$ cat config.mk
export PLATFORM = sky130hd
export DESIGN_NAME = svr_route
export DESIGN_NICKNAME = d
export VERILOG_FILES = /design/src/rtl/svr_pkg.sv /design/src/rtl/svr_fn_pick.sv /design/src/rtl/svr_route.sv
export SDC_FILE = /design/constraint.sdc
export NUM_CORES = 1
export LEC_CHECK = 0
export ABC_AREA = 1
export BUFFER_PORTS_ARGS = -buffer_cell sky130_fd_sc_hd__buf_2
export CAP_MARGIN = 25
export CORE_AREA = 2 2 113 115
export DETAILED_ROUTE_END_ITERATION = 8
export DIE_AREA = 0 0 115 117
export PLACE_DENSITY = 0.75
export SETUP_SLACK_MARGIN = 0.5
export SLEW_MARGIN = 20
export SYNTH_ARGS = -nofsm -noshare
export SYNTH_HDL_FRONTEND = slang
export SYNTH_SLANG_ARGS = --single-unit
$ cat constraint.sdc
create_clock -name i_clk -period 1.6 [get_ports i_clk]
set_input_delay 0.32 -clock i_clk [delete_from_list [all_inputs] [get_ports i_clk]]
set_output_delay 0.32 -clock i_clk [all_outputs]
set_load 0.02 [all_outputs]
$ cat src/rtl/svr_pkg.sv
// constants and types for the servo input signal routing block
// assumes one 250 MHz clock and a plain word-indexed register port
package svr_pkg;

  // register port
  localparam int ADDR_W = 4;
  localparam int DATA_W = 32;

  // register indices
  localparam logic [ADDR_W-1:0] REG_IN_SEL_A = 4'h0;
  localparam logic [ADDR_W-1:0] REG_IN_SEL_B = 4'h1;
  localparam logic [ADDR_W-1:0] REG_OUT_SEL  = 4'h2;
  localparam logic [ADDR_W-1:0] REG_OUT_POL  = 4'h3;
  localparam logic [ADDR_W-1:0] REG_STATUS   = 4'h4;

  // terminals and functions
  localparam int N_PIN   = 7;
  localparam int N_FUNC  = 8;
  localparam int N_GOUT  = 3;
  localparam int N_OFUNC = 9;
  localparam int SEL_W   = 4;
  localparam int OSEL_W  = 2;

  // function index order in the routed vector
  localparam int F_FWD_TRAVEL = 0;
  localparam int F_REV_TRAVEL = 1;
  localparam int F_FWD_CLAMP  = 2;
  localparam int F_REV_CLAMP  = 3;
  localparam int F_SLOWDOWN   = 4;
  localparam int F_LATCH1     = 5;
  localparam int N_LATCH      = 3;

  // selector codes
  localparam logic [SEL_W-1:0] SEL_PIN_LAST  = 4'h6;
  localparam logic [SEL_W-1:0] SEL_FORCE_ON  = 4'h7;
  localparam logic [SEL_W-1:0] SEL_FORCE_OFF = 4'h8;
  localparam logic [SEL_W-1:0] SEL_INV_FIRST = 4'h9;
  localparam logic [SEL_W-1:0] SEL_LATCH_LO  = 4'h4;
  localparam logic [SEL_W-1:0] SEL_LATCH_HI  = 4'hd;

  // selector reset values, lowest function in the lowest nibble
  localparam logic [DATA_W-1:0] IN_SEL_A_RST = 32'h0000_8821;
  localparam logic [DATA_W-1:0] IN_SEL_B_RST = 32'h0000_6543;
  localparam logic [DATA_W-1:0] OUT_SEL_RST  = 32'h0000_0000;
  localparam logic [DATA_W-1:0] OUT_POL_RST  = 32'h0000_0000;

  // status field positions
  localparam int ST_FUNC_LSB  = 0;
  localparam int ST_BB_BIT    = 8;
  localparam int ST_MON_BIT   = 9;
  localparam int ST_INV_LSB   = 10;
  localparam int ST_PIN_LSB   = 16;
  localparam int ST_CUTA_BIT  = 23;
  localparam int ST_CUTB_BIT  = 24;
  localparam int ST_GOUT_LSB  = 25;

  typedef struct packed {
    logic latch_trigger_3;
    logic latch_trigger_2;
    logic latch_trigger_1;
    logic homing_slowdown_switch;
    logic reverse_torque_clamp;
    logic forward_torque_clamp;
    logic reverse_travel_block;
    logic forward_travel_block;
  } svr_func_t;

endpackage : svr_pkg

$ cat src/rtl/svr_fn_pick.sv
// one input function picked from the terminals by a 4-bit selector
// assumes terminal levels are already synchronous, 1 = terminal on
module svr_fn_pick
  import svr_pkg::*;
#(
  parameter bit LATCH_ONLY = 1'b0
) (
  input  wire logic [svr_pkg::SEL_W-1:0] i_sel,
  input  wire logic [svr_pkg::N_PIN-1:0] i_pins,
  output logic                           o_level,
  output logic                           o_invalid
);

  function automatic logic latch_code_ok(input logic [SEL_W-1:0] s);
    latch_code_ok = (s >= SEL_LATCH_LO && s <= SEL_PIN_LAST) ||
                    (s >= SEL_LATCH_HI);
  endfunction : latch_code_ok

  logic [SEL_W-1:0] inv_idx;

  always_comb begin
    inv_idx   = i_sel - SEL_INV_FIRST;
    o_invalid = 1'b0;
    o_level   = 1'b0;
    if (LATCH_ONLY && !latch_code_ok(i_sel) &&
        i_sel != SEL_FORCE_ON && i_sel != SEL_FORCE_OFF) begin
      o_invalid = 1'b1;
    end else if (i_sel <= SEL_PIN_LAST) begin
      o_level = i_pins[i_sel[2:0]];
    end else if (i_sel == SEL_FORCE_ON) begin
      o_level = 1'b1;
    end else if (i_sel == SEL_FORCE_OFF) begin
      o_level = 1'b0;
    end else begin
      o_level = ~i_pins[inv_idx[2:0]];
    end
  end

endmodule : svr_fn_pick

$ cat src/rtl/svr_route.sv
// servo input signal routing: terminals to functions, safety cutoff,
// general output terminal allocation
// assumes synchronous inputs and a plain one-cycle register port
//
// Behaviour
// - either cutoff input off forces baseblock
// - monitor on only when both off and baseblocked
// - 4-bit selector: pin, forced on/off, inverted pin
// - shared terminal drives every mapped function
// - latch functions only from last three terminals
// - terminal allocation set by configuration registers
// - shared output terminal driven by OR
//
// Strobed register access and the placing of the registers were left to the implementer.
module svr_route
  import svr_pkg::*;
(
  input  wire logic                        i_clk,
  input  wire logic                        i_nrst,
  input  wire logic [svr_pkg::ADDR_W-1:0]  i_addr,
  input  wire logic [svr_pkg::DATA_W-1:0]  i_wdata,
  input  wire logic                        i_we,
  input  wire logic                        i_re,
  output logic      [svr_pkg::DATA_W-1:0]  o_rdata,
  input  wire logic [svr_pkg::N_PIN-1:0]   i_seq_pins,
  input  wire logic                        i_cutoff_input_a,
  input  wire logic                        i_cutoff_input_b,
  input  wire logic                        i_drive_off_req,
  input  wire logic [svr_pkg::N_OFUNC-1:0] i_out_funcs,
  output svr_pkg::svr_func_t               o_funcs,
  output logic                             o_baseblock,
  output logic                             o_cutoff_monitor_output,
  output logic      [svr_pkg::N_GOUT-1:0]  o_general_output,
  output logic      [svr_pkg::N_LATCH-1:0] o_latch_invalid
);

  // configuration registers
  logic [DATA_W-1:0] in_sel_a_q;
  logic [DATA_W-1:0] in_sel_a_d;
  logic [DATA_W-1:0] in_sel_b_q;
  logic [DATA_W-1:0] in_sel_b_d;
  logic [DATA_W-1:0] out_sel_q;
  logic [DATA_W-1:0] out_sel_d;
  logic [DATA_W-1:0] out_pol_q;
  logic [DATA_W-1:0] out_pol_d;
  logic [DATA_W-1:0] rdata_q;
  logic [DATA_W-1:0] rdata_d;

  // routed state
  logic [N_FUNC-1:0]  func_q;
  logic [N_FUNC-1:0]  func_d;
  logic               bb_q;
  logic               bb_d;
  logic               mon_q;
  logic               mon_d;
  logic [N_GOUT-1:0]  gout_q;
  logic [N_GOUT-1:0]  gout_d;
  logic [N_LATCH-1:0] linv_q;
  logic [N_LATCH-1:0] linv_d;

  // combinational picks
  logic [N_FUNC-1:0]             pick_level;
  logic [N_FUNC-1:0]             pick_inv;
  logic [N_FUNC*SEL_W-1:0]       sel_all;

  assign sel_all = {in_sel_b_q[N_FUNC*SEL_W/2-1:0],
                    in_sel_a_q[N_FUNC*SEL_W/2-1:0]};

  // one selector per input function, shared terminals fan out freely
  genvar g;
  generate
    for (g = 0; g < N_FUNC; g++) begin : g_pick
      svr_fn_pick #(
        .LATCH_ONLY ((g >= F_LATCH1) ? 1'b1 : 1'b0)
      ) u_pick (
        .i_sel     (sel_all[g*SEL_W +: SEL_W]),
        .i_pins    (i_seq_pins),
        .o_level   (pick_level[g]),
        .o_invalid (pick_inv[g])
      );
    end
  endgenerate

  // ------------------------------------------------------------
  // register port
  // ------------------------------------------------------------
  function automatic logic [DATA_W-1:0] status_word(
    input logic [N_FUNC-1:0]  f,
    input logic               bb,
    input logic               mon,
    input logic [N_LATCH-1:0] linv,
    input logic [N_PIN-1:0]   pins,
    input logic               ca,
    input logic               cb,
    input logic [N_GOUT-1:0]  go
  );
    logic [DATA_W-1:0] w;
    w = '0;
    w[ST_FUNC_LSB +: N_FUNC]  = f;
    w[ST_BB_BIT]              = bb;
    w[ST_MON_BIT]             = mon;
    w[ST_INV_LSB +: N_LATCH]  = linv;
    w[ST_PIN_LSB +: N_PIN]    = pins;
    w[ST_CUTA_BIT]            = ca;
    w[ST_CUTB_BIT]            = cb;
    w[ST_GOUT_LSB +: N_GOUT]  = go;
    status_word = w;
  endfunction : status_word

  localparam int SEL_BITS  = N_FUNC * SEL_W / 2;
  localparam int OSEL_BITS = N_OFUNC * OSEL_W;

  always_comb begin
    in_sel_a_d = in_sel_a_q;
    in_sel_b_d = in_sel_b_q;
    out_sel_d  = out_sel_q;
    out_pol_d  = out_pol_q;
    rdata_d    = '0;
    if (i_we) begin
      case (i_addr)
        REG_IN_SEL_A: begin
          in_sel_a_d = '0;
          in_sel_a_d[SEL_BITS-1:0] = i_wdata[SEL_BITS-1:0];
        end
        REG_IN_SEL_B: begin
          in_sel_b_d = '0;
          in_sel_b_d[SEL_BITS-1:0] = i_wdata[SEL_BITS-1:0];
        end
        REG_OUT_SEL: begin
          out_sel_d = '0;
          out_sel_d[OSEL_BITS-1:0] = i_wdata[OSEL_BITS-1:0];
        end
        REG_OUT_POL: begin
          out_pol_d = '0;
          out_pol_d[N_GOUT-1:0] = i_wdata[N_GOUT-1:0];
        end
        default: begin
        end
      endcase
    end
    if (i_re) begin
      case (i_addr)
        REG_IN_SEL_A: rdata_d = in_sel_a_q;
        REG_IN_SEL_B: rdata_d = in_sel_b_q;
        REG_OUT_SEL:  rdata_d = out_sel_q;
        REG_OUT_POL:  rdata_d = out_pol_q;
        REG_STATUS:   rdata_d = status_word(func_q, bb_q, mon_q, linv_q,
                                            i_seq_pins, i_cutoff_input_a,
                                            i_cutoff_input_b, gout_q);
        default:      rdata_d = '0;
      endcase
    end
  end

  always_ff @(posedge i_clk or negedge i_nrst) begin
    if (!i_nrst) begin
      in_sel_a_q <= IN_SEL_A_RST;
      in_sel_b_q <= IN_SEL_B_RST;
      out_sel_q  <= OUT_SEL_RST;
      out_pol_q  <= OUT_POL_RST;
      rdata_q    <= '0;
    end else begin
      in_sel_a_q <= in_sel_a_d;
      in_sel_b_q <= in_sel_b_d;
      out_sel_q  <= out_sel_d;
      out_pol_q  <= out_pol_d;
      rdata_q    <= rdata_d;
    end
  end

  // ------------------------------------------------------------
  // input functions and safety cutoff
  // ------------------------------------------------------------
  always_comb begin
    func_d = pick_level & ~pick_inv;
    linv_d = pick_inv[F_LATCH1 +: N_LATCH];
    // cutoff inputs are off when low; nothing else can hold the drive on
    bb_d   = ~i_cutoff_input_a | ~i_cutoff_input_b | i_drive_off_req;
    // monitor needs both channels off and the drive really blocked
    mon_d  = ~i_cutoff_input_a & ~i_cutoff_input_b & bb_q;
  end

  always_ff @(posedge i_clk or negedge i_nrst) begin
    if (!i_nrst) begin
      func_q <= '0;
      linv_q <= '0;
      bb_q   <= 1'b1;
      mon_q  <= 1'b0;
    end else begin
      func_q <= func_d;
      linv_q <= linv_d;
      bb_q   <= bb_d;
      mon_q  <= mon_d;
    end
  end

  // ------------------------------------------------------------
  // general output terminals
  // ------------------------------------------------------------
  function automatic logic [N_GOUT-1:0] out_onehot(
    input logic [OSEL_W-1:0] s
  );
    logic [N_GOUT-1:0] v;
    v = '0;
    if (s != '0) begin
      v[s - 2'h1] = 1'b1;
    end
    out_onehot = v;
  endfunction : out_onehot

  always_comb begin
    logic [N_GOUT-1:0] acc;
    acc = '0;
    for (int k = 0; k < N_OFUNC; k++) begin
      if (i_out_funcs[k]) begin
        acc = acc | out_onehot(out_sel_q[k*OSEL_W +: OSEL_W]);
      end
    end
    gout_d = acc ^ out_pol_q[N_GOUT-1:0];
  end

  always_ff @(posedge i_clk or negedge i_nrst) begin
    if (!i_nrst) begin
      gout_q <= '0;
    end else begin
      gout_q <= gout_d;
    end
  end

  // ------------------------------------------------------------
  // outputs
  // ------------------------------------------------------------
  assign o_rdata                 = rdata_q;
  assign o_funcs                 = svr_func_t'(func_q);
  assign o_baseblock             = bb_q;
  assign o_cutoff_monitor_output = mon_q;
  assign o_general_output        = gout_q;
  assign o_latch_invalid         = linv_q;

endmodule : svr_route

## After elaboration in Yosys (flattened, before gate mapping)

Index checks and enable logic that the tools add are counted.
W data, S select, Z words.

- Flip-flop bits (word level): 101
- Bits in latches: 0
- RAM bits: 0
- Memory bits (read-only): 0
- Input port bits: 59
- Output and inout port bits: 48
- Word-level logic and storage cells: 272
- Memories: 0

- Add/sub/neg operators: 17
- Multipliers: 0
- Div/mod/pow operators: 0
- $lt $le $gt $ge: 48
- Eq/ne operators: 26
- Shift operators: 0
- Mux-type cells: 108
- Bitwise logic cells: 25
- Reductions and logical operators: 38

Operators with widths:

| kind | number |
|---|---|
| $pmux W28 S5 | 1 |
| $mux W3 | 26 |
| $lt A3 B4 Y1 const B | 16 |
| $mux W1 | 55 |
| $bmux W1 S3 | 16 |
| $eq A4 B3 Y1 const B | 9 |
| $eq A4 B4 Y1 const B | 8 |
| $le A4 B3 Y1 const B | 8 |
| $mux W28 | 1 |
| $lt A2 B3 Y1 const B | 9 |
| $or A3 B3 Y3 | 8 |
| $sub A3 B1 Y3 const B | 8 |
| $demux W1 S2 | 9 |
| $ge A2 B1 Y1 const B | 9 |
| $logic_and A1 B1 Y1 | 18 |
| $reduce_bool A2 Y1 | 9 |
| $sub A2 B1 Y2 const B | 9 |
| $ge A4 B3 Y1 const B | 3 |
| $ge A4 B4 Y1 const B | 3 |
| $ne A4 B3 Y1 const B | 3 |
| $ne A4 B4 Y1 const B | 3 |
| $not A1 Y1 | 10 |
| $and A8 B8 Y8 | 1 |
| $eq A4 B2 Y1 const B | 2 |
| other kinds (9) | 18 |

## Depth between registers and ports, before layout

Gate-level depths: netlist of the first run.

- Depth in word-level cells: 24
- Gate-level depth with buffers: 12
- Gate-level depth less buffers: 11

## By module

From an unflattened synthesis of the first run, not the netlist that was laid out.

- Cell total of the unflattened synthesis: 1002
- Area total of the unflattened synthesis: 6844.1 um^2

Modules (own cells, without submodules):

| module | times used | cells each | area an instance (um^2) | sequential area each (um^2) |
|---|---|---|---|---|
| svr_route | 1 | 503 | 4352.9 | 2442.3 |
| svr_fn_pick (g_pick[0].u_pick ...) | 5 | 59 | 301.5 | 0.0 |
| svr_fn_pick (g_pick[5].u_pick ...) | 3 | 68 | 327.8 | 0.0 |

## Worst setup path before layout of the first run

No wires, ideal clock.

- Kind: register to register
- Start: reg in_sel_b_q[0]
- End: reg func_q[4] (netlist: o_funcs[4])
- Library setup time: 0.116 ns
- Arrival: 1.677 ns
- Data required time: 1.484 ns
- Setup slack: -0.194 ns
- Stages on the path, launching flop included: 13
- Path buffers: 1
- Period minus slack after synthesis: 1.794 ns
- Path through: dfstp_2 -> buf_2 -> clkinv_1 -> ha_1 -> nand2_1 -> nand2_1 -> nand2_1 -> inv_1 -> nand3b_1 -> nand2_1 -> nand2_1 -> nand2_1 -> nand2_1

- Cells in the longest elaborated chain, start to end: 8
- Elaborated cells on any way between the ends: 13
- Classes of those cells: add/sub: 1; order compare: 1; eq/ne: 2; mux: 7; bitwise: 2

RTL lines:

| element | RTL line | text |
|---|---|---|
| start, declared | svr_route.sv:40 | `logic [DATA_W-1:0] in_sel_b_q;` |
| start signal, assigned | svr_route.sv:164 | `in_sel_b_q <= in_sel_b_d;` |
| $sub A3 B1 Y3 | svr_fn_pick.sv:22 | `inv_idx = i_sel - SEL_INV_FIRST;` |
| $bmux W1 S3 | svr_fn_pick.sv:35 | `o_level = ~i_pins[inv_idx[2:0]];` |
| $mux W1 (implied by the code) | svr_fn_pick.sv:35 |  |
| $not A1 Y1 | svr_fn_pick.sv:35 |  |
| $mux W1 | svr_fn_pick.sv:32 | `end else if (i_sel == SEL_FORCE_OFF) begin` |
| $mux W1 | svr_fn_pick.sv:30 | `end else if (i_sel == SEL_FORCE_ON) begin` |
| $mux W1 (*) | svr_fn_pick.sv:28 | `end else if (i_sel <= SEL_PIN_LAST) begin` |
| $and A8 B8 Y8 (*) | svr_route.sv:175 | `func_d = pick_level & ~pick_inv;` |
| net func_d[4] | svr_route.sv:51 | `logic [N_FUNC-1:0] func_d;` |
| end signal, assigned | svr_route.sv:190 | `func_q <= func_d;` |
| end, declared | svr_route.sv:50 | `logic [N_FUNC-1:0] func_q;` |

The timed path passes the listed nets; every way through them passes the cells marked *. The select of a mux whose other input is x is not followed.
A chain may end at the register's enable or synchronous reset.

## Worst setup path after layout of the first run

- Start: reg in_sel_a_q[0]
- End: reg func_q[0] (netlist: o_funcs[0])

- Cells in the longest elaborated chain, start to end: 8
- Elaborated cells on any way between the ends: 13
- Classes of those cells: add/sub: 1; order compare: 1; eq/ne: 2; mux: 7; bitwise: 2

RTL lines:

| element | RTL line | text |
|---|---|---|
| start, declared | svr_route.sv:38 | `logic [DATA_W-1:0] in_sel_a_q;` |
| start signal, assigned | svr_route.sv:163 | `in_sel_a_q <= in_sel_a_d;` |
| $sub A3 B1 Y3 | svr_fn_pick.sv:22 |  |
| $bmux W1 S3 | svr_fn_pick.sv:35 |  |
| $mux W1 (implied by the code) | svr_fn_pick.sv:35 |  |
| $not A1 Y1 | svr_fn_pick.sv:35 |  |
| $mux W1 | svr_fn_pick.sv:32 |  |
| $mux W1 | svr_fn_pick.sv:30 |  |
| $mux W1 (*) | svr_fn_pick.sv:28 |  |
| $and A8 B8 Y8 (*) | svr_route.sv:175 |  |
| net func_d[0] | svr_route.sv:51 |  |

Marked as above.

==> metrics.yaml, run 1 <==
cts_buffers: 9
crit_chain: "clkinv_8 > ha_4 > inv_4 > nand3_2 > nand2_1 > nand2_1 > nand3_1 > nand2_1 > nand2_1 > inv_1"
grt_max_degree: 38
hold_viol: 0
fill_cells: 884
drv_cap: 0
ys_seq_elements: 97
irDropWorstVdd_uv: 841
coreArea_sq_um: 12300
totalWireLength_mm: 20.1
cts_tree: "yes"
grt_usage: 0.277
fin_crit_ns: 1.54
worst-path-max-fanout: 4
drt-vias-per-instance: 5.59
clock-sinks: 97
final_layout_size_suffix_gt1_frac: 0.413
synth_edf_count: 0
worst_slack_ns: 0.0632
synth_top_family_by_area: "simple AND/OR/NAND/NOR gates"
antenna_violating_nets_post_route: 0
synth_fa_ha_area_frac: 0.0492
critPathCaptureType: "flop"
cp_common_cell: "nand2_1"
synthSimpleGateAreaFrac: 0.289
cts-root-buf: "clkbuf_16"
dieHeight_um: 117
wire_per_inst_um: 17.3
clock_latency_ns: 0.36
hold_slack_ns: 0.129
synth.largest_area_cell: "dfrtp_1"
synth.mux.area_fraction: 0
setup_violations: 0
fin_nets: 1092
io_pins: 107
grt_pass1_wl_mm: 28.9
path_buf_inv: 3
die_area_sq_um: 13500
drc_errors: 0
slowest_delay_ns: 0.60
r2r_slack_ns: 0.06
ys_warn_count: 0
synthFlopType: "dfrtp_1"
dr_total_vias: 6511
dr.pass1.iters: 5
final_max_slew_viol_count: 0
cp_slowest_cell: "dfstp_2"
start_util: 0.496
h-tree-depth: 3
syn-instance-count: 836
synth_compound_area_frac: 0.135
row_count: 41
place.gp.congestion: 0.897
ys_types: 36
status: "finished clean"
worstHoldPathType: "in2reg"
clkSlewWorstSetupHoldPaths_ns: 0.07
power.leakage_uw: 0.00437
fmax_ghz: 0.651
place_inst: 1076
layout_common_cells: "nand2_1, inv_1, buf_4"
arrival_ns: 1.78
critPathLaunchType: "flop"
die_width_um: 115
finalCritPeriodShare: 0.961
cts_max_path_buffers: 2
syn-cell-area_sq_um: 6110
synthXorXnorAreaFrac: 0.00861
dp_slack_ns: 0.0595
yosysSeqAreaShare: 0.400
clock_skew_ns: 0.00738
async_flop_share: 1.00
finalPower_uw: 10500
grt_setup_unrepaired: "true"
gr-total-overflow: 0
dp_hpwl_mm: 12.4
crit_type: "reg2reg"
ys_top_cells_by_area: "dfrtp_1, nand2_1, nand3_1"
drt_iter0_drc: 655
crit_family: "flip-flops"
synth_area_per_cell_sq_um: 7.30
antenna_found_initial: 0
mostFrequentLayoutCell: "nand2_1"
portBuffers: 88
finalNonFillerCells: 1164
power-per-cell-area_nw_per_um2: 1180
syn2layout_area_growth_pct: 45.7
diodes: 0
utilization: 0.722
synth_top_area_frac: 0.348
grt_pass1_vias: 5630
crit_required_ns: 1.85
flip-flops by register name, summed over array words and instances, names as in the netlist:
register / cells
o_general_output: 3
out_pol_q: 3
o_latch_invalid: 3
o_cutoff_monitor_output: 1
o_funcs: 8
in_sel_a_q: 16
o_rdata: 28
in_sel_b_q: 16
o_baseblock: 1
out_sel_q: 18
worst register-to-register path, cell delays in order (launching register included):
cell and delay, ns:
dfstp_2 0.60, clkinv_8 0.08, ha_4 0.24, inv_4 0.06, nand3_2 0.05, nand2_1 0.09, nand2_1 0.05, nand3_1 0.08
nand2_1 0.06, nand2_1 0.06, inv_1 0.06
stage by stage:
step                      TNS, ns  instance area, sq um
after global placement          0                  7100
after detailed placement        0                  7100
after floorplan                 0                  6460
after CTS                       0                  8180
final                           0                  8890
after global routing      -0.0319                  8890
area by class of cell:
class | count | area (sq um) | share of cell area
sequential | 97 | 2450 | 0.276
clock inverter | 3 | 22.5 | 0.00253
tap | 150 | 188 | 0.0211
multi-input combinational | 579 | 3710 | 0.417
clock buffer | 13 | 270 | 0.0304
timing repair buffer | 193 | 1670 | 0.187
inverter | 129 | 582 | 0.0654
cell usage after synthesis, types with 3 or more instances:
master,n
nand2_1,212
inv_1,120
nand3_1,100
dfrtp_1,85
nor2_1,60
o21ai_0,44
a21oi_1,24
ha_1,24
o22ai_1,24
o21ai_2,22
nor3_1,20
buf_2,13
dfstp_2,12
buf_4,11
o211ai_1,9
clkbuf_1,6
clkinv_1,6
buf_6,5
nand3b_1,5
xnor2_1,5
nand2_2,3
nand4_1,3
o31ai_1,3
routing by layer:
layer | GRT usage | share of wire
met1 | 0.390 | 0.41
met2 | 0.436 | 0.48
met3 | 0.0489 | 0.081
met4 | 0.0916 | 0.028
met5 | 0 | 0
cells by family after synthesis:
group | after synthesis
buffers and inverters | 165
AO/OA/AOI/OAI | 133
flip-flops | 97
XOR/XNOR | 6
other | 1
adder cells (fa/ha/maj) | 24
AND/OR/NAND/NOR | 410
what timing repair did:
action / in CTS / in global routing
hold buffers: 1 / 0
gates cloned: 1 / 1
gates resized for setup: 144 / 121
pin swaps: 31 / 70
setup buffers: 41 / 28
hold endpoints to repair: 20 / 0
endpoints found under the setup margin: 81 / 109
where the power goes:
group	total [uW]	internal, uW	switching (uW)
clock network	2170	1190	982
logic	4850	2180	2670
registers	3510	2960	549
total	10500	6330	4200
worst paths after layout:
| check | to | cells after the start | startpoint |
|---|---|---|---|
| setup / recovery | o_funcs[0] | 10 | in_sel_a_q[0] |
| hold / removal | o_cutoff_monitor_output | 2 | i_cutoff_input_b |
| setup reg to reg | o_funcs[0] | 10 | in_sel_a_q[0] |
| hold reg to reg | in_sel_a_q[15] | 2 | in_sel_a_q[15] |
| max in group asynchronous | in_sel_b_q[6] | 3 | i_nrst |
| min in group asynchronous | in_sel_a_q[14] | 2 | i_nrst |
(Power assumes the default switching activity.)
==> inputs of run 2 (changes only) <==
- SETUP_SLACK_MARGIN: 0.5 -> 0.02
==> run 2 against run 1 <==
Via count is 9.4% lower. Sequential share of layout area is 5.7 points higher. Non-clock buffer count decreased by 57. Highest routed layer unchanged. Total power down 13%. Worst hold slack improved by 0.0033 ns. Clock skew grew 0.0030 ns. Maximum frequency is 1.4% higher. Critical path depth down 1. Wire length shrank 17%. Die area did not move. Final area fell by 17%. Critical path type unchanged.
==> metrics.yaml, run 2 (same netlist as run 1, synthesis figures left out) <==
status: "finished clean"
antenna_found_initial: 0  # unchanged
clkSlewWorstSetupHoldPaths_ns: 0.07  # about the same
coreArea_sq_um: 12300  # unchanged
clockPowerShare: 0.246  # +0.040
totalWireLength_mm: 16.7  # -17%
hold_viol: 0  # unchanged
placed_area_sq_um: 6910  # -2.7%
h-tree-depth: 3  # unchanged
grt_max_degree: 40  # +5.3%
switchingPower_uw: 3550  # -16%
drc_errors: 0  # unchanged
fill_cells: 1135  # +28%
finalCritPeriodShare: 0.948  # -0.0129
diodes: 0  # unchanged
arrival_ns: 1.76  # -0.02 ns
cts_buffers: 9  # unchanged
drv_cap: 0  # unchanged
mostFrequentLayoutCell: "nand2_1"
dr.pass1.iters: 6  # +1
pwr-share-comb: 0.386  # -0.075
dr_total_vias: 5898  # -9.4%
die_width_um: 115  # unchanged
cts_tree: "yes"
cts-root-buf: "clkbuf_16"
dieHeight_um: 117  # unchanged
fmax_ghz: 0.660  # +1.4%
start_util: 0.496  # unchanged
worst-path-max-fanout: 3  # -1
worstHoldPathType: "in2reg"
finalPower_uw: 9120  # -13%
hold_slack_ns: 0.132  # +0.00326 ns
largest_reg_flops: 28  # unchanged
io_pins: 107  # unchanged
fin_crit_ns: 1.52  # -0.0206 ns
die_area_sq_um: 13500  # unchanged
power.leakage_uw: 0.00391  # -11%
seqPwrFrac: 0.367  # +0.034
dp_hpwl_mm: 12.3  # -0.35%
gr-total-overflow: 0  # unchanged
critPathLaunchType: "flop"
grt_pass1_vias: 5306  # -5.8%
drt_iter0_drc: 685  # +4.6%
antenna_violating_nets_post_route: 0  # unchanged
cts_max_path_buffers: 2  # unchanged
utilization: 0.596  # -0.126
p_int_uw: 5570  # -12%
regArea_sq_um: 2440  # -0.46%
grt_usage: 0.257  # -0.0203
finalNonFillerCells: 1105  # -5.1%
grt_setup_unrepaired: "true"
final_max_slew_viol_count: 0  # unchanged
irDropWorstVdd_uv: 520  # -38%
final_layout_size_suffix_gt1_frac: 0.228  # -0.185
row_count: 41  # unchanged
finish.instance_area_sq_um: 7340  # -17%
fin_nets: 1033  # -5.4%
critPathCaptureType: "flop"
wire_per_inst_um: 15.1  # -13%
multi_input_area_sq_um: 3060  # -18%
syn2layout_area_growth_pct: 20.2
layout_common_cells: "nand2_1, inv_1, nand3_1"
clock_latency_ns: 0.35  # about the same
place_inst: 1085  # +0.84%
power-per-cell-area_nw_per_um2: 1240  # +4.9%
swShare: 0.389  # -0.00983
setup_violations: 0  # unchanged
clock_skew_ns: 0.0103  # +0.00296 ns
grt_pass1_wl_mm: 26.8  # -7.1%
crit_type: "reg2reg"
portBuffers: 88  # unchanged
place.gp.congestion: 0.921  # +2.6%
crit_required_ns: 1.84  # about the same
drt-vias-per-instance: 5.34  # -4.6%
clock-sinks: 97  # unchanged
==> run 2: changes by cell type in the layout (fill, tap and decap cells not counted), moves of 18 or more <==
cell	before	now
buf_6	61	0
buf_2	41	87
buf_4	83	44
inv_1	85	114
nand2_1	186	211
nand2_2	26	4
o21ai_0	22	44
o21ai_1	22	2
nand3_1	82	100
==> run 2: power by group through the flow <==
stage / sequential (uW) / combinational (uW) / clock, uW
6_report: 3350 / 3520 / 2250
3_5_place_dp: 3380 / 3290 / 0
3_3_place_gp: 3370 / 3220 / 0
5_1_grt: 3410 / 4010 / 2370
4_1_cts: 3340 / 3310 / 2270
2_1_floorplan: 3500 / 2120 / 0
==> run 2: final cells by class <==
type	instances	share of cell area
multi-input cells	577	0.416
inverters	129	0.0677
flip-flops and latches	97	0.333
repair buffers	136	0.117
well taps	150	0.0256
clock buffers	10	0.0312
clock inverters	6	0.00989
==> run 2: per-layer routing <==
metal / routed length [um] / GRT usage
met3: 1630 / 0.0463
met2: 7520 / 0.397
met1: 7180 / 0.369
met5: 0 / 0
met4: 338 / 0.0787
==> run 2: timing repair <==
item	in CTS	in global routing
hold endpoints to repair	19	0
endpoints found under the setup margin	0	9
hold buffers	1	0
resized for setup	0	17
buffers inserted	0	3
==> run 2: path summary, 6_finish.rpt <==
| kind | start | to | slack (ns) | cells after the start |
|---|---|---|---|---|
| max | in_sel_a_q[5] | o_funcs[1] | 0.08 | 9 |
| min | i_cutoff_input_a | o_baseblock | 0.13 | 2 |
| max reg2reg | in_sel_a_q[5] | o_funcs[1] | 0.08 | 9 |
| min reg2reg | o_general_output[0] | o_rdata[25] | 0.50 | 2 |
| max in group asynchronous | i_nrst | in_sel_b_q[6] | 0.58 | 3 |
| min in group asynchronous | i_nrst | out_sel_q[5] | 0.40 | 2 |
==> run 2: critical path, stage by stage, from the launching register on <==
cell and delay, ns:
dfstp_2 0.53, inv_1 0.08, ha_4 0.29, inv_1 0.05, nand3_1 0.08, nand3_1 0.08, nand3_1 0.09, nand2_1 0.07
nand2_1 0.07, nand2_1 0.06
==> run 2: stage by stage <==
stage | setup slack, ns | TNS, ns
floorplan | 0.00348 | 0
global placement | 0.0493 | 0
detailed placement | 0.0154 | 0
CTS | 0.0288 | 0
global route | -0.0127 | -0.0127
finish | 0.0838 | 0
==> inputs of run 3 (changes only) <==
- CORE_AREA: 2 2 113 115 -> 2 2 118 120
- DIE_AREA: 0 0 115 117 -> 0 0 120 122
- PLACE_DENSITY: 0.75 -> 0.76
- SYNTH_HIERARCHICAL: not set -> 1
==> run 3 against run 2 <==
Utilization up 0.41 points. Combinational power is 4% higher. Via count increased by 11%. Worst hold slack worse by 0.029 ns. Sequential power up 2%. Global-route usage decreased by 0.23 points. Synthesized cell count grew 20%. Maximum frequency is essentially flat. Total power up 0.90%. Largest power group unchanged.
==> metrics.yaml, run 3 <==
grt_max_degree: 47  # +18%
regToRegStartpoint: "in_sel_b_q[0]"
worstHoldPathType: "in2reg"
fmax_ghz: 0.659  # about the same
r2r_slack_ns: 0.08  # about the same
setup_violations: 0  # unchanged
startpoint: "in_sel_b_q[0]"
finalPower_uw: 9200  # +0.90%
ys_top_cells_by_area: "dfrtp_1, nand2_1, nand3_1"
critPathCaptureType: "flop"
busiest_layer: "met2"
fin_tns_setup_ns: 0  # unchanged
arrival_ns: 1.81  # +0.05 ns
wire_per_inst_um: 14.2  # -6.0%
ys_warn_count: 6  # +6
layout_common_cells: "nand2_1, inv_1, nand3_1"
fin_crit_ns: 1.52  # +0.000599 ns
gr-total-overflow: 0  # unchanged
mostFrequentLayoutCell: "nand2_1"
drc_errors: 0  # unchanged
worst-path-stages: 13  # +4
cts-root-buf: "clkbuf_16"
endpoint: "o_funcs[4]"
cts_max_path_buffers: 2  # unchanged
portBuffers: 88  # unchanged
coreArea_sq_um: 13500  # +9.7%
ys_seq_elements: 97  # unchanged
synth.largest_area_cell: "dfrtp_1"
r2r-end: "o_funcs[4]"
finalCritPeriodShare: 0.948  # about the same
grt_pass1_wl_mm: 29.1  # +8.4%
grt.met2_usage: 0.429  # +0.0317
dieHeight_um: 122  # +4.3%
met1_usage: 0.339  # -0.0304
cts_tree: "yes"
hold_viol: 0  # unchanged
reg2reg_depth: 13  # +4
crit_type: "reg2reg"
syn-instance-count: 1002  # +20%
row_count: 43  # +4.9%
yosysSeqAreaShare: 0.357  # -0.0431
power.leakage_uw: 0.00457  # +17%
h-tree-depth: 3  # unchanged
start_util: 0.507  # +0.0109
drt_iter0_drc: 579  # -15%
drv_cap: 0  # unchanged
status: "finished clean"
final_max_slew_viol_count: 0  # unchanged
slowest_delay_ns: 0.59  # +0.06 ns
dp_hpwl_mm: 13.4  # +8.6%
yosysMostFrequentCell: "nand2_1"
totalWireLength_mm: 18.5  # +11%
power-per-cell-area_nw_per_um2: 1130  # -8.6%
ys_types: 32  # -11%
syn-cell-area_sq_um: 6840  # +12%
irDropWorstVdd_uv: 645  # +24%
cts_buffers: 9  # unchanged
clock-sinks: 97  # unchanged
crit_family: "flip-flops"
die_area_sq_um: 14600  # +8.8%
io_pins: 107  # unchanged
clock_skew_ns: 0.00784  # -0.00250 ns
grt_pass1_vias: 5914  # +11%
clkSlewWorstSetupHoldPaths_ns: 0.07  # about the same
antenna_found_initial: 1  # +1
syn2layout_area_growth_pct: 18.5
drt-vias-per-instance: 5.05  # -5.4%
antenna_violating_nets_post_route: 0  # unchanged
synth_area_per_cell_sq_um: 6.83  # -6.5%
async_flop_share: 1.00  # unchanged
crit_chain: "inv_8 > ha_2 > inv_1 > nand2_1 > nand2_2 > inv_1 > nand2_1 > nand3_1 > nand2_1 > nand2_1 > inv_1 > inv_1 > nor2_2"
fill_cells: 1273  # +12%
synth_top_area_frac: 0.311  # -0.0376
dr.pass1.iters: 5  # -1
grt_setup_unrepaired: "true"
die_width_um: 120  # +4.3%
path_buf_inv: 5  # +3
grt_usage: 0.254  # -0.00225
worst-path-max-fanout: 9  # +6
final_layout_size_suffix_gt1_frac: 0.228  # about the same
largest_reg_flops: 28  # unchanged
clock_latency_ns: 0.35  # about the same
crit_required_ns: 1.89  # +0.05 ns
dr_total_vias: 6571  # +11%
critPathLaunchType: "flop"
fin_nets: 1204  # +17%
synthFlopType: "dfrtp_1"
cp_slowest_cell: "dfstp_2"
use_met3: 0.0473  # +0.000941
yosys-top-cells-count: "nand2_1, inv_1, nand3_1, nor2_1, dfrtp_1"
place.gp.congestion: 0.893  # -3.0%
synth_edf_count: 0  # unchanged
==> run 3: cell types whose count changed in the layout (fill, tap and decap cells not counted), moves of 6 or more <==
cell      previous run  this run
inv_8                0         6
nor3_1              20         0
inv_1              114       153
o21ai_1              2        17
o211ai_1             9         0
nand2_2              4        11
nor2_2               3        13
o21ai_0             44        37
nand2_1            211       285
nand3_1            100       148
a21oi_1             24         6
nor2_1              59        92
o22ai_1             24         0
==> run 3: cell type report <==
type                            instances  area [sq um]  area share
Clock buffer                            9           225      0.0278
Tap cell                              180           225      0.0278
Clock inverter                          7          61.3     0.00756
Multi-Input combinational cell        694          3520       0.434
Antenna cell                            1          2.50    0.000309
Sequential cell                        97          2440       0.302
Inverter                              178           721      0.0889
Timing Repair Buffer                  136           906       0.112
==> run 3: cells by family after synthesis <==
logic type | Yosys count | share of synthesized area
buf+inv | 214 | 0.151
xor+xnor | 3 | 0.00384
compound gates | 90 | 0.0817
simple gates | 563 | 0.351
other cells | 6 | 0.00329
fa+ha+maj | 29 | 0.0530
flops | 97 | 0.357
==> run 3: how the worst min path moves through the flow <==
stage	startpoint	end	slack, ns	cells past startpoint
after floorplan	i_nrst	in_sel_a_q[10]	0.02	0
after global placement	i_nrst	o_rdata[22]	0.21	1
final	i_cutoff_input_a	o_baseblock	0.10	2
after detailed placement	i_nrst	o_rdata[22]	0.21	1
after CTS	i_cutoff_input_a	o_baseblock	0.09	2
after global routing	i_cutoff_input_a	o_baseblock	0.11	2
==> run 3: metrics by stage <==
stage / cell area (sq um) / hold slack [ns] / setup slack [ns] / std cells / util
floorplan: 6890 / 0.0244 / 0.0771 / 1005 / -
global route: 8110 / 0.106 / -0.0426 / 1301 / 0.600
detailed placement: 7650 / 0.213 / 0.0555 / 1277 / 0.566
finish: 8110 / 0.104 / 0.0832 / 1302 / 0.600
global placement: 7650 / 0.210 / 0.0731 / 1277 / 0.566
CTS: 7950 / 0.0939 / 0.0461 / 1294 / 0.588
==> run 3: timing repair <==
item,CTS,global route
resized for setup,0,23
setup buffers,0,7
endpoints found under the hold margin,16,0
hold buffers,1,0
endpoints found under the setup margin,0,8
==> run 3: report_power, final <==
| group | switching (uW) | total [uW] | internal [uW] |
|---|---|---|---|
| registers | 502 | 3410 | 2900 |
| logic | 2210 | 3670 | 1450 |
| clock network | 1040 | 2130 | 1090 |
| total | 3760 | 9200 | 5440 |
==> run 3: routing by layer <==
layer,part of all wire,vias up
met2,0.48,229
met5,0,-
met3,0.075,26
li1,-,3304
met1,0.42,3012
met4,0.017,0
